File: config.mk
export PLATFORM = sky130hd
export DESIGN_NAME = rtc_hold_reset_cycle_timer
export DESIGN_NICKNAME = d
export VERILOG_FILES = /design/src/rtc_hold_reset_cycle_timer.v
export VERILOG_INCLUDE_DIRS = /design/src
export SDC_FILE = /design/constraint.sdc
export NUM_CORES = 1
export LEC_CHECK = 0
export BUFFER_PORTS_ARGS = -buffer_cell sky130_fd_sc_hd__buf_2
export CAP_MARGIN = 0
export CORE_MARGIN = 1.5
export CORE_UTILIZATION = 55
export DETAILED_ROUTE_END_ITERATION = 10
export GPL_ROUTABILITY_DRIVEN = 0
export GPL_TIMING_DRIVEN = 0
export PLACE_DENSITY = 0.8
export SLEW_MARGIN = 20
export SYNTH_ARGS = -nofsm -noshare
export SYNTH_HDL_FRONTEND = slang
export SYNTH_SLANG_ARGS = --single-unit
export TNS_END_PERCENT = 100
File: constraint.sdc
create_clock -name clk_i -period 3.4 [get_ports clk_i]
set_clock_uncertainty 0.2 [all_clocks]
set_input_delay 0.17 -clock clk_i [delete_from_list [all_inputs] [get_ports clk_i]]
set_output_delay 0.17 -clock clk_i [all_outputs]
set_load 0.1 [all_outputs]
File: src/rtc_timer_consts.vh
// constants for the rtc hold/reset and fixed-cycle timer block
// included by rtc_hold_reset_cycle_timer.v; definitions only
`ifndef RTC_TIMER_CONSTS_VH
`define RTC_TIMER_CONSTS_VH

// register word indices, byte address = index << 2 (printed offsets c..f are word indices)
`define REG_TIMER_SETUP 4'hC
`define REG_TIMER_PRESET_LOW 4'hD
`define REG_IRQ_CTRL_FLAGS 4'hE
`define REG_COUNTING_CTRL 4'hF
`define REG_ADDR_SHIFT 2
// own register: time status, word index 10h
`define REG_TIME_STATUS 5'h10

// timer setup fields
`define TS_ENABLE_BIT 7
`define TS_FREQ_OUT_BIT 6
`define TS_SRC_HI_BIT 5
`define TS_SRC_LO_BIT 4
// interrupt control fields
`define IC_REPEAT_BIT 4
`define IC_ALARM_FLAG_BIT 3
`define IC_TIMER_FLAG_BIT 2
`define IC_ALARM_IE_BIT 1
`define IC_TIMER_IE_BIT 0
// counting control fields
`define CC_TEST_BIT 6
`define CC_RESET_BIT 4
`define CC_HOLD_BIT 3

// source selections
`define SRC_4096HZ 2'h0
`define SRC_64HZ 2'h1
`define SRC_1HZ 2'h2
`define SRC_MINUTE 2'h3

// prescaler: 32768 Hz base, 15 stages
`define OSC_HZ 32768
`define PRE_BITS 15
// taps: 4096 Hz = bit 2 rising, 64 Hz = bit 8, 1 Hz = bit 14
`define TAP_4096 2
`define TAP_64 8
`define TAP_1 14
// reset clears 2048 Hz tap (bit 3) through 1 Hz
`define PRE_RESET_MASK 15'h7FF8

// auto release times, ns, and their 32768 Hz tick counts (rounded down)
// counts are given directly: the ns * Hz product overflows 32-bit maths
`define RELEASE_SHORT_NS 122000
`define RELEASE_LONG_NS 7813000
`define RELEASE_SHORT_TICKS 9'h003
`define RELEASE_LONG_TICKS 9'h100

`endif

File: src/rtc_hold_reset_cycle_timer.v
// hold/reset control and 12-bit fixed-cycle countdown timer of an rtc,
// as a classic wishbone slave. assumes a 32768 Hz oscillator pin, two
// chip-enable pins, and that calendar counters sit outside.
`timescale 1ns/1ps
`include "rtc_timer_consts.vh"

module rtc_hold_reset_cycle_timer #(
	parameter PRESET_BITS = 12
) (
	input wire clk_i,
	input wire rst_i,
	input wire cyc_i,
	input wire stb_i,
	input wire we_i,
	input wire [7:0] adr_i,
	input wire [3:0] sel_i,
	input wire [31:0] dat_i,
	output wire [31:0] dat_o,
	output reg ack_o,
	input wire osc_i,
	input wire chip_enable_0_i,
	input wire chip_enable_1_i,
	input wire minute_tick_i,
	input wire alarm_match_i,
	input wire freq_output_ctrl_i,
	output reg second_tick_o,
	output reg clock_run_o,
	output reg alarm_run_o,
	output reg event_run_o,
	output reg filter_run_o,
	output reg freq_output_pin_o,
	output reg freq_output_pin_oe_n_o,
	output reg irq_o,
	output reg irq_oe_n_o
);

	function [0:0] rose;
		input a;
		input b;
		rose = a & ~b;
	endfunction

	// three-stage synchronisers for the pin inputs
	reg [2:0] osc_s, ce0_s, ce1_s;
	reg osc_st, ce_low_st;
	always @(posedge clk_i) begin
		if (rst_i) begin
			osc_s <= 3'h0;
			ce0_s <= 3'h7;
			ce1_s <= 3'h7;
			osc_st <= 1'b0;
			ce_low_st <= 1'b0;
		end else begin
			osc_s <= {osc_s[1:0], osc_i};
			ce0_s <= {ce0_s[1:0], chip_enable_0_i};
			ce1_s <= {ce1_s[1:0], chip_enable_1_i};
			if (osc_s[1] == osc_s[2])
				osc_st <= osc_s[2];
			if ((ce0_s[1] == ce0_s[2]) && (ce1_s[1] == ce1_s[2]))
				ce_low_st <= ~ce0_s[2] | ~ce1_s[2];
		end
	end
	reg osc_prev, ce_low_prev;
	wire osc_edge = rose(osc_st, osc_prev);
	wire ce_fall = rose(ce_low_st, ce_low_prev);

	// registers
	reg [7:0] timer_setup, timer_preset_low;
	reg repeat_mode_select, alarm_event_flag, timer_event_flag;
	reg alarm_irq_enable, timer_irq_enable;
	reg test_bit, reset_bit, hold_bit;
	wire countdown_enable = timer_setup[`TS_ENABLE_BIT];
	wire [1:0] src_sel = {timer_setup[`TS_SRC_HI_BIT], timer_setup[`TS_SRC_LO_BIT]};
	wire [PRESET_BITS-1:0] preset = {timer_setup[3:0], timer_preset_low};

	// wishbone decode
	wire [5:0] word = adr_i[7:`REG_ADDR_SHIFT];
	wire acc = cyc_i & stb_i & ~ack_o;
	wire wr = acc & we_i & sel_i[0];
	wire wr_setup = wr && (word == {2'h0, `REG_TIMER_SETUP});
	wire wr_low = wr && (word == {2'h0, `REG_TIMER_PRESET_LOW});
	wire wr_flags = wr && (word == {2'h0, `REG_IRQ_CTRL_FLAGS});
	wire wr_ctrl = wr && (word == {2'h0, `REG_COUNTING_CTRL});

	// prescaler and dedicated timer 1 Hz divider
	reg [`PRE_BITS-1:0] pre, tdiv;
	wire [`PRE_BITS-1:0] pre_inc = pre + 15'h0001;
	wire [`PRE_BITS-1:0] tdiv_inc = tdiv + 15'h0001;
	wire tick_4096 = osc_edge & rose(pre_inc[`TAP_4096], pre[`TAP_4096]);
	wire tick_64 = osc_edge & rose(pre_inc[`TAP_64], pre[`TAP_64]);
	wire sec_raw = osc_edge & rose(pre_inc[`TAP_1], pre[`TAP_1]);
	wire tick_1 = osc_edge & rose(tdiv_inc[`TAP_1], tdiv[`TAP_1]);

	// timer runs per hold/reset and source
	wire timer_run = reset_bit ? (src_sel == `SRC_4096HZ)
		: ~(hold_bit && (src_sel == `SRC_MINUTE));
	reg src_tick;
	always @* begin
		case (src_sel)
			`SRC_4096HZ: src_tick = tick_4096;
			`SRC_64HZ: src_tick = tick_64;
			`SRC_1HZ: src_tick = tick_1;
			default: src_tick = minute_tick_i;
		endcase
	end

	// countdown
	reg [PRESET_BITS-1:0] count;
	reg en_prev;
	reg [8:0] rel_cnt;
	wire start = rose(countdown_enable, en_prev);
	wire fire = countdown_enable & ~start & timer_run & src_tick
		&& (count == {{(PRESET_BITS-1){1'b0}}, 1'b1});
	reg pending, hold_seen_acc;
	always @(posedge clk_i) begin
		if (rst_i) begin
			osc_prev <= 1'b0;
			ce_low_prev <= 1'b0;
			pre <= 15'h0000;
			tdiv <= 15'h0000;
			timer_setup <= 8'h00;
			timer_preset_low <= 8'h00;
			repeat_mode_select <= 1'b0;
			alarm_event_flag <= 1'b0;
			timer_event_flag <= 1'b0;
			alarm_irq_enable <= 1'b0;
			timer_irq_enable <= 1'b0;
			test_bit <= 1'b0;
			reset_bit <= 1'b0;
			hold_bit <= 1'b0;
			count <= {PRESET_BITS{1'b0}};
			en_prev <= 1'b0;
			rel_cnt <= 9'h000;
			pending <= 1'b0;
			hold_seen_acc <= 1'b0;
			second_tick_o <= 1'b0;
			irq_o <= 1'b0;
			irq_oe_n_o <= 1'b1;
		end else begin
			osc_prev <= osc_st;
			ce_low_prev <= ce_low_st;
			en_prev <= countdown_enable;
			// reset clears 2048 Hz..1 Hz stages
			// low stages keep the oscillator rate so 4096 Hz ticks stay true
			if (reset_bit) begin
				if (osc_edge) begin
					pre <= pre_inc & ~`PRE_RESET_MASK;
					tdiv <= tdiv_inc & ~`PRE_RESET_MASK;
				end else begin
					pre <= pre & ~`PRE_RESET_MASK;
					tdiv <= tdiv & ~`PRE_RESET_MASK;
				end
			end else if (osc_edge) begin
				pre <= pre_inc;
				tdiv <= tdiv_inc;
			end
			if (wr_setup)
				timer_setup <= dat_i[7:0];
			if (wr_low)
				timer_preset_low <= dat_i[7:0];
			if (wr_flags) begin
				repeat_mode_select <= dat_i[`IC_REPEAT_BIT];
				alarm_irq_enable <= dat_i[`IC_ALARM_IE_BIT];
				timer_irq_enable <= dat_i[`IC_TIMER_IE_BIT];
			end
			// set wins over a clear in the same cycle; writing one is ignored
			if (fire)
				timer_event_flag <= 1'b1;
			else if (wr_flags && !dat_i[`IC_TIMER_FLAG_BIT])
				timer_event_flag <= 1'b0;
			if (alarm_match_i && alarm_run_o)
				alarm_event_flag <= 1'b1;
			else if (wr_flags && !dat_i[`IC_ALARM_FLAG_BIT])
				alarm_event_flag <= 1'b0;
			if (wr_ctrl) begin
				test_bit <= dat_i[`CC_TEST_BIT];
				reset_bit <= dat_i[`CC_RESET_BIT];
				hold_bit <= dat_i[`CC_HOLD_BIT];
			end
			// chip enable low clears test and reset
			if (ce_fall) begin
				test_bit <= 1'b0;
				reset_bit <= 1'b0;
			end
			// reload while disabled or on start
			if (!countdown_enable || start)
				count <= preset;
			else if (fire) begin
				count <= preset;
				if (!repeat_mode_select)
					timer_setup[`TS_ENABLE_BIT] <= 1'b0;
			end else if (timer_run && src_tick && count != {PRESET_BITS{1'b0}})
				count <= count - {{(PRESET_BITS-1){1'b0}}, 1'b1};
			// one pending second while frozen, at most one
			second_tick_o <= 1'b0;
			if (sec_raw && !reset_bit) begin
				if (hold_bit || hold_seen_acc)
					pending <= 1'b1;
				else
					second_tick_o <= 1'b1;
			end else if (pending && !hold_bit && !hold_seen_acc) begin
				second_tick_o <= 1'b1;
				pending <= 1'b0;
			end
			// keep frozen until write access finishes
			hold_seen_acc <= hold_bit & acc & we_i;
			// auto release pulse in repeated mode
			if (fire && repeat_mode_select)
				rel_cnt <= (src_sel == `SRC_4096HZ) ? `RELEASE_SHORT_TICKS
					: `RELEASE_LONG_TICKS;
			else if (rel_cnt != 9'h000 && osc_edge)
				rel_cnt <= rel_cnt - 9'h001;
			irq_o <= 1'b0;
			irq_oe_n_o <= ~((timer_irq_enable && (repeat_mode_select ?
				(rel_cnt != 9'h000) : timer_event_flag))
				|| (alarm_irq_enable && alarm_event_flag));
		end
	end

	// run enables for the surrounding functions
	always @(posedge clk_i) begin
		if (rst_i) begin
			clock_run_o <= 1'b1;
			alarm_run_o <= 1'b1;
			event_run_o <= 1'b1;
			filter_run_o <= 1'b1;
			freq_output_pin_o <= 1'b0;
			freq_output_pin_oe_n_o <= 1'b1;
		end else begin
			clock_run_o <= ~reset_bit & ~hold_bit;
			alarm_run_o <= ~reset_bit & ~hold_bit;
			event_run_o <= ~reset_bit;
			filter_run_o <= ~reset_bit;
			freq_output_pin_o <= osc_st;
			freq_output_pin_oe_n_o <= ~(timer_setup[`TS_FREQ_OUT_BIT] | freq_output_ctrl_i);
		end
	end

	// reads show the preset, not the live count
	reg [7:0] rd;
	always @(posedge clk_i) begin
		if (rst_i) begin
			ack_o <= 1'b0;
			rd <= 8'h00;
		end else begin
			ack_o <= acc;
			case (word)
				{2'h0, `REG_TIMER_SETUP}: rd <= timer_setup;
				{2'h0, `REG_TIMER_PRESET_LOW}: rd <= timer_preset_low;
				{2'h0, `REG_IRQ_CTRL_FLAGS}: rd <= {3'h0, repeat_mode_select,
					alarm_event_flag, timer_event_flag, alarm_irq_enable, timer_irq_enable};
				{2'h0, `REG_COUNTING_CTRL}: rd <= {1'b0, test_bit, 1'b0, reset_bit,
					hold_bit, 3'h0};
				{1'b0, `REG_TIME_STATUS}: rd <= {5'h00, pending, countdown_enable, clock_run_o};
				default: rd <= 8'h00;
			endcase
		end
	end
	assign dat_o = {24'h000000, rd};

endmodule // rtc_hold_reset_cycle_timer

==> reports/metrics.yaml, run 1 <==
synth_cell_types: 58
routed_via_density: 5.537
ant_nets: 0
antenna_cells: 0
comb_power_share_pct: 10.8
syn_area_per_cell_um2: 8.949
synth_common_cells: "dfxtp_1 (105), nor2_1 (81), nand2_1 (44), buf_4 (28), mux2i_1 (28)"
post_drt_wl_per_cell_um: 14.59
nets: 707
p_int_w: 0.001586
first_global_vias: 4005
ys_warn_count: 0
cts_resized: 0
cp_common_cell: "ha_1"
initial_core_util_pct: 56.37
core-area_um2: 8636
synth_seq_cells: 105
grt_pass1_wl_um: 18350
synthTopCellsByArea: "dfxtp_1 (43%), nor2_1 (6.2%), mux2i_1 (5.8%)"
h-tree-depth: 3
crit_path_end_kind: "flip-flop"
post-dp-hpwl_um: 7816
power.density_nw_per_um2: 395.9
fin_crit_sh_pct: 87.21
swShare_pct: 29.42
synth_ff_type: "dfxtp_1"
outcome: "complete, no violations"
grt_max_degree: 21
cts.path.max_buffers: 2
n_fill_cell: 712
crit_type: "flip-flop to flip-flop"
die_w_um: 97.09
synth-edff-count: 0
portBuffers: 41
rows: 34
tightest_slew_ns: 0.8404
min_path_type: "input pin to flip-flop"
dieArea_um2: 9426
arrival_ns: 3.04
netlist_area_um2: 4868
synth_top_area_cell: "dfxtp_1"
p_leak_nw: 2.440
cp_cell_sequence: "ha_1, nand2_1, nor2_1, and3_1, ha_1, a221oi_1, nor3_2, nand4_1, nor2b_1, o21a_1"
drtPass1Iterations: 5
slew_headroom_pct: 43.55
final_hold_viol_count: 0
async_flop_share_pct: 0
setup_violations: 0
post-synth-top-area-fraction_pct: 43.18
crit_buf_inv: 0
ir_drop_mv: 0.2911
antenna_found_initial: 0
setup_tns_ns: 0
slew_viol_final: 0
grt_usage_pct: 23.70
fp.dieH_um: 97.09
yosysMostFrequentCell: "dfxtp_1"
timing.fmax_mhz: 337.2
cts-root-buf: "clkbuf_8"
crit_path_start_kind: "flip-flop"
slowest_stage: "nor3_2"
slowest_delay_ns: 0.50
drc: 0
clkPwrFrac_pct: 34.0
cts_hold_buf: 18
ioPinCount: 97
worstPathRequired_ns: 3.47
cts_setup_buffers: 0
period_needed_ns: 2.965
routed_wl_um: 10960
clk_pin_slew_ns: 0.12
cts_tree: "yes"
area_growth_pct: 16.58
clk_latency_ns: 0.38
grt-ovfl-total: 0
p_switching_w: 0.0006611
drive_gt1_share_pct: 16.80
power_w: 0.002247
ys_seq_area_share_pct: 43.18
crit_fanout: 7
rsz0062_at_grt: "false"
clock_sinks: 105
cpLargestDelayFamily: "simple AND/OR/NAND/NOR gates"
syn_inst: 544
maxCapViolations: 0
cts_buffers: 9
first_iter_violations: 221
p_seq_share_pct: 55.2
vias: 4158
==> per-stage QoR <==
step	hold WS, ns	setup WS [ns]	util (%)	cell area [µm²]	instances
final	0.03379	0.4348	65.72	5675	751
after detailed placement	0.1584	0.4793	61.36	5299	717
after global routing	0.03244	0.2425	65.72	5675	751
after global placement	0.1533	0.5302	61.36	5299	717
after CTS	0.02328	0.4545	65.72	5675	751
after floorplan	0.07035	0.8980	-	4959	568
==> cells in the final DEF (no fill, tap or decap), drive strengths merged, types with 3 or more instances in the layout <==
master,n
dfxtp,105
nor2,82
buf,73
nand2,46
mux2i,28
conb,25
a21oi,25
clkbuf,24
o21ai,23
xor2,20
inv,20
dlygate4sd3,18
ha,14
nand4,13
nand3,11
nor2b,11
nor3,11
and3,9
xnor2,9
a22oi,8
or3,7
or2,6
a211oi,6
nand3b,5
a32oi,5
nor4,5
a221oi,3
nand2b,3
==> state kept, by name, indices dropped and copies added, names as in the netlist, 3 cells and up <==
register          flops
timer_preset_low      8
pre                  15
tdiv                 15
ce0_s                 3
rd                    8
timer_setup           8
ce1_s                 3
count                12
rel_cnt               9
osc_s                 3
==> worst register-to-register path, delay by kind of cell (launching register included) <==
kind | cells | cell delay (ns)
fa+ha+maj | 2 | 0.40
flops | 1 | 0.39
simple gates | 6 | 1.62
compound gates | 2 | 0.27
==> cell families (layout without fill, tap and decap cells) <==
family | count (synthesis) | after routing | share of synthesized area, %
and+or+nand+nor | 217 | 217 | 22.18
DFF | 105 | 105 | 43.18
AOI/OAI and AO/OA | 84 | 84 | 11.51
buffers and inverters | 63 | 138 | 7.325
muxes | 31 | 31 | 6.913
xor gates and xnor gates | 29 | 29 | 5.217
adders and majority gates | 14 | 14 | 3.598
other | 1 | 25 | 0.07703
==> layer usage <==
layer / share of wire (%) / vias to the layer above / GRT usage [%] / wire length (µm)
li1: - / 2027 / - / -
met1: 42 / 1945 / 30.10 / 4648
met2: 48 / 159 / 39.81 / 5282
met3: 7.1 / 27 / 4.388 / 780
met4: 2.3 / 0 / 9.588 / 249
met5: 0 / - / 0 / 0
==> power by group through the flow <==
stage                     Combinational (W)  Clock [W]  Sequential (W)
final                              0.000243   0.000763         0.00124
after global routing               0.000253   0.000829         0.00124
after CTS                          0.000240   0.000774         0.00124
after detailed placement           0.000224          0         0.00127
after global placement             0.000222          0         0.00127
after floorplan                    0.000179          0         0.00128
==> area by class of cell <==
class / count / area [µm²] / share of cell area, %
clock inverters: 7 / 72.57 / 1.279
multi-input cells: 400 / 2500 / 44.05
clock buffers: 9 / 123.9 / 2.183
flip-flops and latches: 105 / 2102 / 37.04
repair buffers: 59 / 385.4 / 6.790
well taps: 108 / 135.1 / 2.381
inverters: 16 / 60.06 / 1.058
plain buffers: 47 / 296.5 / 5.225
==> final timing paths <==
check	start	end	slack, ns	cells past startpoint
setup / recovery	pre[0]	rel_cnt[8]	0.43	10
hold / removal	adr_i[6]	rd[3]	0.03	3
setup reg to reg	pre[0]	rel_cnt[8]	0.43	10
hold reg to reg	ce1_s[0]	ce1_s[1]	0.23	1
(Power assumes the default switching activity.)
==> run 2, diff against run 1 <==
--- a/config.mk
+++ b/config.mk
@@ -12,7 +12,6 @@
 export CORE_UTILIZATION = 55
 export DETAILED_ROUTE_END_ITERATION = 10
 export GPL_ROUTABILITY_DRIVEN = 0
-export GPL_TIMING_DRIVEN = 0
 export PLACE_DENSITY = 0.8
 export SLEW_MARGIN = 20
 export SYNTH_ARGS = -nofsm -noshare
==> reports/metrics.yaml, run 2 (same netlist as run 1, synthesis figures left out) <==
portBuffers: 42
cp_cell_sequence: "ha_1, nand2_1, nor2_1, and3_1, ha_1, a221oi_1, or3_1, o21ai_4, nand2_1, a21oi_1"
slew_viol_final: 0
rsz0062_at_grt: "false"
timing.fmax_mhz: 341.4
first_global_vias: 3948
clock_sinks: 105
arrival_ns: 3.04
maxCapViolations: 0
power_w: 0.002201
crit_path_end_kind: "flip-flop"
crit_path_start_kind: "flip-flop"
antenna_found_initial: 0
crit_type: "flip-flop to flip-flop"
drtPass1Iterations: 5
dieArea_um2: 9426
rows: 34
power.density_nw_per_um2: 406.6
outcome: "complete, no violations"
initial_core_util_pct: 56.37
clk_pin_slew_ns: 0.11
grt_usage_pct: 22.76
reg_top3: "pre: 15 flops, tdiv: 15 flops, count: 12 flops"
h-tree-depth: 3
setup_violations: 0
clk_latency_ns: 0.38
die_w_um: 97.09
grt-ovfl-total: 0
top_layer: "met4"
final_hold_viol_count: 0
cts_tree: "yes"
cts.path.max_buffers: 2
ant_nets: 0
drt-met1-wl_um: 4482
slew_headroom_pct: 57.62
drive_gt1_share_pct: 13.79
slowest_delay_ns: 0.56
slowest_stage: "or3_1"
drc: 0
grt_max_degree: 57
setup_tns_ns: 0
layout_commonest_cell: "dfxtp_1"
layout.area.seq_um2: 2102
fin_crit_sh_pct: 86.14
routed_via_density: 5.672
cts-root-buf: "clkbuf_8"
wl_met3_um: 677
cts_buffers: 9
post-dp-hpwl_um: 7077
grt_pass1_wl_um: 17830
wl_met2_um: 5062
antenna_cells: 0
ir_drop_mv: 0.3444
nets: 666
post_drt_wl_per_cell_um: 14.67
fp.dieH_um: 97.09
worstPathRequired_ns: 3.51
multi_input_area_um2: 2500
n_fill_cell: 695
routed_wl_um: 10410
p_leak_nw: 2.282
vias: 4027
period_needed_ns: 2.929
ioPinCount: 97
tightest_slew_ns: 0.6300
area_growth_pct: 11.18
min_path_type: "input pin to flip-flop"
core-area_um2: 8636
mostFrequentLayoutCells: "dfxtp_1 (105), nor2_1 (81), nand2_1 (44), buf_2 (42), mux2i_1 (28)"
crit_fanout: 11
first_iter_violations: 273
[run 2: changes by cell type in the layout (fill, tap and decap cells not counted), sizes merged]
cell and delta:
buf -27, clkbuf -15, dlygate4sd3 +1
[run 2: worst max-delay path: cells and delay by family, from the launching register on]
| family | cells | cell delay [ns] |
|---|---|---|
| flip-flops | 1 | 0.39 |
| adder cells (fa/ha/maj) | 2 | 0.38 |
| AND/OR/NAND/NOR | 5 | 1.27 |
| AO/OA/AOI/OAI | 3 | 0.62 |
[run 2: through the flow]
| step | setup slack [ns] | hold WS (ns) | cell area [µm²] | cells | utilization, % |
|---|---|---|---|---|---|
| detailed placement | 0.5019 | 0.1618 | 5037 | 675 | 58.33 |
| finish | 0.4712 | 0.03747 | 5413 | 710 | 62.68 |
| global placement | 0.5841 | 0.1529 | 5037 | 675 | 58.33 |
| CTS | 0.4819 | 0.01857 | 5413 | 710 | 62.68 |
| global route | 0.2456 | 0.04985 | 5413 | 710 | 62.68 |
| floorplan | 0.8980 | 0.07035 | 4959 | 568 | - |
[run 2: layout make-up]
cell class	instances	area share, %
Clock buffer	9	2.288
Clock inverter	7	1.133
Inverter	16	1.110
Multi-Input combinational cell	400	46.19
Sequential cell	105	38.84
Tap cell	108	2.497
Timing Repair Buffer	65	7.952
[run 2: final timing paths]
path	from	depth (start not counted)	to	slack, ns
hold / removal	adr_i[2]	3	rd[6]	0.04
setup / recovery	pre[0]	10	count[3]	0.47
setup reg to reg	pre[0]	10	count[3]	0.47
hold reg to reg	ce1_s[0]	1	ce1_s[1]	0.23
[run 2: timing repair]
item,CTS,global route
hold endpoints to repair,37,0
setup endpoints to repair,0,0
hold buffers,19,0
resized for setup,0,0
setup buffers,0,0
[run 2: routing by layer]
metal  vias up  GRT usage, %
met1      1896         29.61
met4         0         11.15
met2       169         37.12
met5         -             0
li1       1943             -
met3        19         3.309
[run 2: power breakdown]
part,internal (W),switching [W]
logic,0.0000387,0.000174
clock network,0.000282,0.000464
registers,0.00124,0.00000418
==> run 3, diff against run 2 <==
--- a/config.mk
+++ b/config.mk
@@ -8,6 +8,7 @@
 export LEC_CHECK = 0
 export BUFFER_PORTS_ARGS = -buffer_cell sky130_fd_sc_hd__buf_2
 export CAP_MARGIN = 0
+export CORE_ASPECT_RATIO = 1.25
 export CORE_MARGIN = 1.5
 export CORE_UTILIZATION = 55
 export DETAILED_ROUTE_END_ITERATION = 10
==> reports/metrics.yaml, run 3 (same netlist as run 1, synthesis figures left out) <==
drtPass1Iterations: 7
mostFrequentLayoutCells: "dfxtp_1 (105), nor2_1 (81), nand2_1 (44), buf_2 (42), mux2i_1 (28)"
reg2reg_depth: 11
final_hold_viol_count: 0
rows: 38
comb_power_share_pct: 9.1
layout_commonest_cell: "dfxtp_1"
ant_nets: 0
die_w_um: 87.15
slew_headroom_pct: 54.44
worstPathRequired_ns: 3.47
drc: 0
clock_sinks: 105
r2r_end: "count[1]"
area_growth_pct: 12.10
routed_via_density: 5.520
antenna_found_initial: 0
ir_drop_mv: 0.2693
slew_viol_final: 0
grt_usage_pct: 24.32
routed_wl_um: 10630
holdPathStages: 3
vias: 3980
holdWs_ns: 0.02490
first_iter_violations: 239
initial_core_util_pct: 56.26
min_from: "adr_i[2]"
fp.dieH_um: 108.2
drive_gt1_share_pct: 13.64
r2r_slack_ns: 0.57
first_global_vias: 3932
maxCapViolations: 0
p_switching_w: 0.0006263
clkPwrFrac_pct: 37.6
rsz0062_at_grt: "false"
post-dp-hpwl_um: 7221
post_drt_wl_per_cell_um: 14.74
setup_violations: 0
crit_path_start_kind: "flip-flop"
swShare_pct: 26.90
grt_pass1_wl_um: 18020
outcome: "complete, no violations"
p_leak_nw: 2.297
cts_resized: 0
p_int_w: 0.001702
cts_tree: "yes"
core-area_um2: 8653
grt_max_degree: 39
timing.fmax_mhz: 353.6
dieArea_um2: 9429
crit_fanout: 11
cts_buffers: 9
ioPinCount: 97
h-tree-depth: 3
grt-ovfl-total: 0
min_path_type: "input pin to flip-flop"
cts.path.max_buffers: 2
reg_top3: "pre: 15 flops, tdiv: 15 flops, count: 12 flops"
clk_latency_ns: 0.38
power.density_nw_per_um2: 426.6
fin_crit_sh_pct: 83.19
antenna_cells: 0
arrival_ns: 2.90
min_to: "rd[7]"
crit_path_end_kind: "flip-flop"
tightest_slew_ns: 0.6834
cts-root-buf: "clkbuf_8"
p_seq_share_pct: 53.3
setup_tns_ns: 0
worstReg2RegStart: "pre[0]"
portBuffers: 42
period_needed_ns: 2.828
clk_pin_slew_ns: 0.12
crit_type: "flip-flop to flip-flop"
nets: 665
-- run 3: per-layer routing --
layer	routed length (µm)	share of wire, %	vias to the layer above	track usage [%]
met5	0	0	-	0
met4	420	4.0	0	13.61
met3	437	4.1	30	4.885
met2	5388	51	111	41.97
met1	4385	41	1904	27.84
li1	-	-	1935	-
-- run 3: through the flow --
stage	setup WS (ns)	total power [W]	cell area, µm²	cells	utilization (%)
floorplan	0.8980	0.001457	4959	568	-
global placement	0.6142	0.001462	5052	687	58.39
detailed placement	0.5829	0.001463	5052	687	58.39
CTS	0.5669	0.002332	5458	721	63.07
global route	0.3336	0.002392	5458	721	63.07
finish	0.5715	0.002329	5458	721	63.07
-- run 3: how the worst max path moves through the flow --
stage | start | end | slack (ns) | depth (start not counted)
after floorplan | freq_output_pin_o | count[9] | 0.90 | 8
after detailed placement | pre[0] | count[1] | 0.58 | 11
after CTS | pre[0] | count[1] | 0.57 | 11
after global placement | pre[0] | count[1] | 0.61 | 11
final | pre[0] | count[1] | 0.57 | 11
after global routing | pre[0] | count[1] | 0.33 | 11
-- run 3: worst max-delay path: stages (launching register included) --
cell,delay [ns]
dfxtp_1,0.35
ha_1,0.24
nand2_1,0.07
nor2_1,0.04
buf_4,0.14
and3_1,0.17
ha_1,0.17
a221oi_1,0.35
or3_1,0.42
o21ai_4,0.16
a221oi_1,0.33
nor2_1,0.06
-- run 3: repair_timing --
action                                 4_1_cts  5_1_grt
setup buffers                                0        0
hold buffers                                18        0
endpoints found under the hold margin       31        0
-- run 3: power by group through the flow --
stage | clock (W) | sequential (W) | combinational [W]
finish | 0.000875 | 0.00124 | 0.000212
global route | 0.000927 | 0.00124 | 0.000223
CTS | 0.000881 | 0.00124 | 0.000210
detailed placement | 0 | 0.00127 | 0.000193
global placement | 0 | 0.00127 | 0.000192
floorplan | 0 | 0.00128 | 0.000179
-- run 3: layout make-up --
cell class / count / area (µm²)
Clock buffer: 10 / 127.6
Clock inverter: 6 / 97.59
Fill cell: 727 / 3196
Inverter: 16 / 60.06
Multi-Input combinational cell: 400 / 2500
Sequential cell: 105 / 2102
Tap cell: 120 / 150.1
Timing Repair Buffer: 64 / 420.4
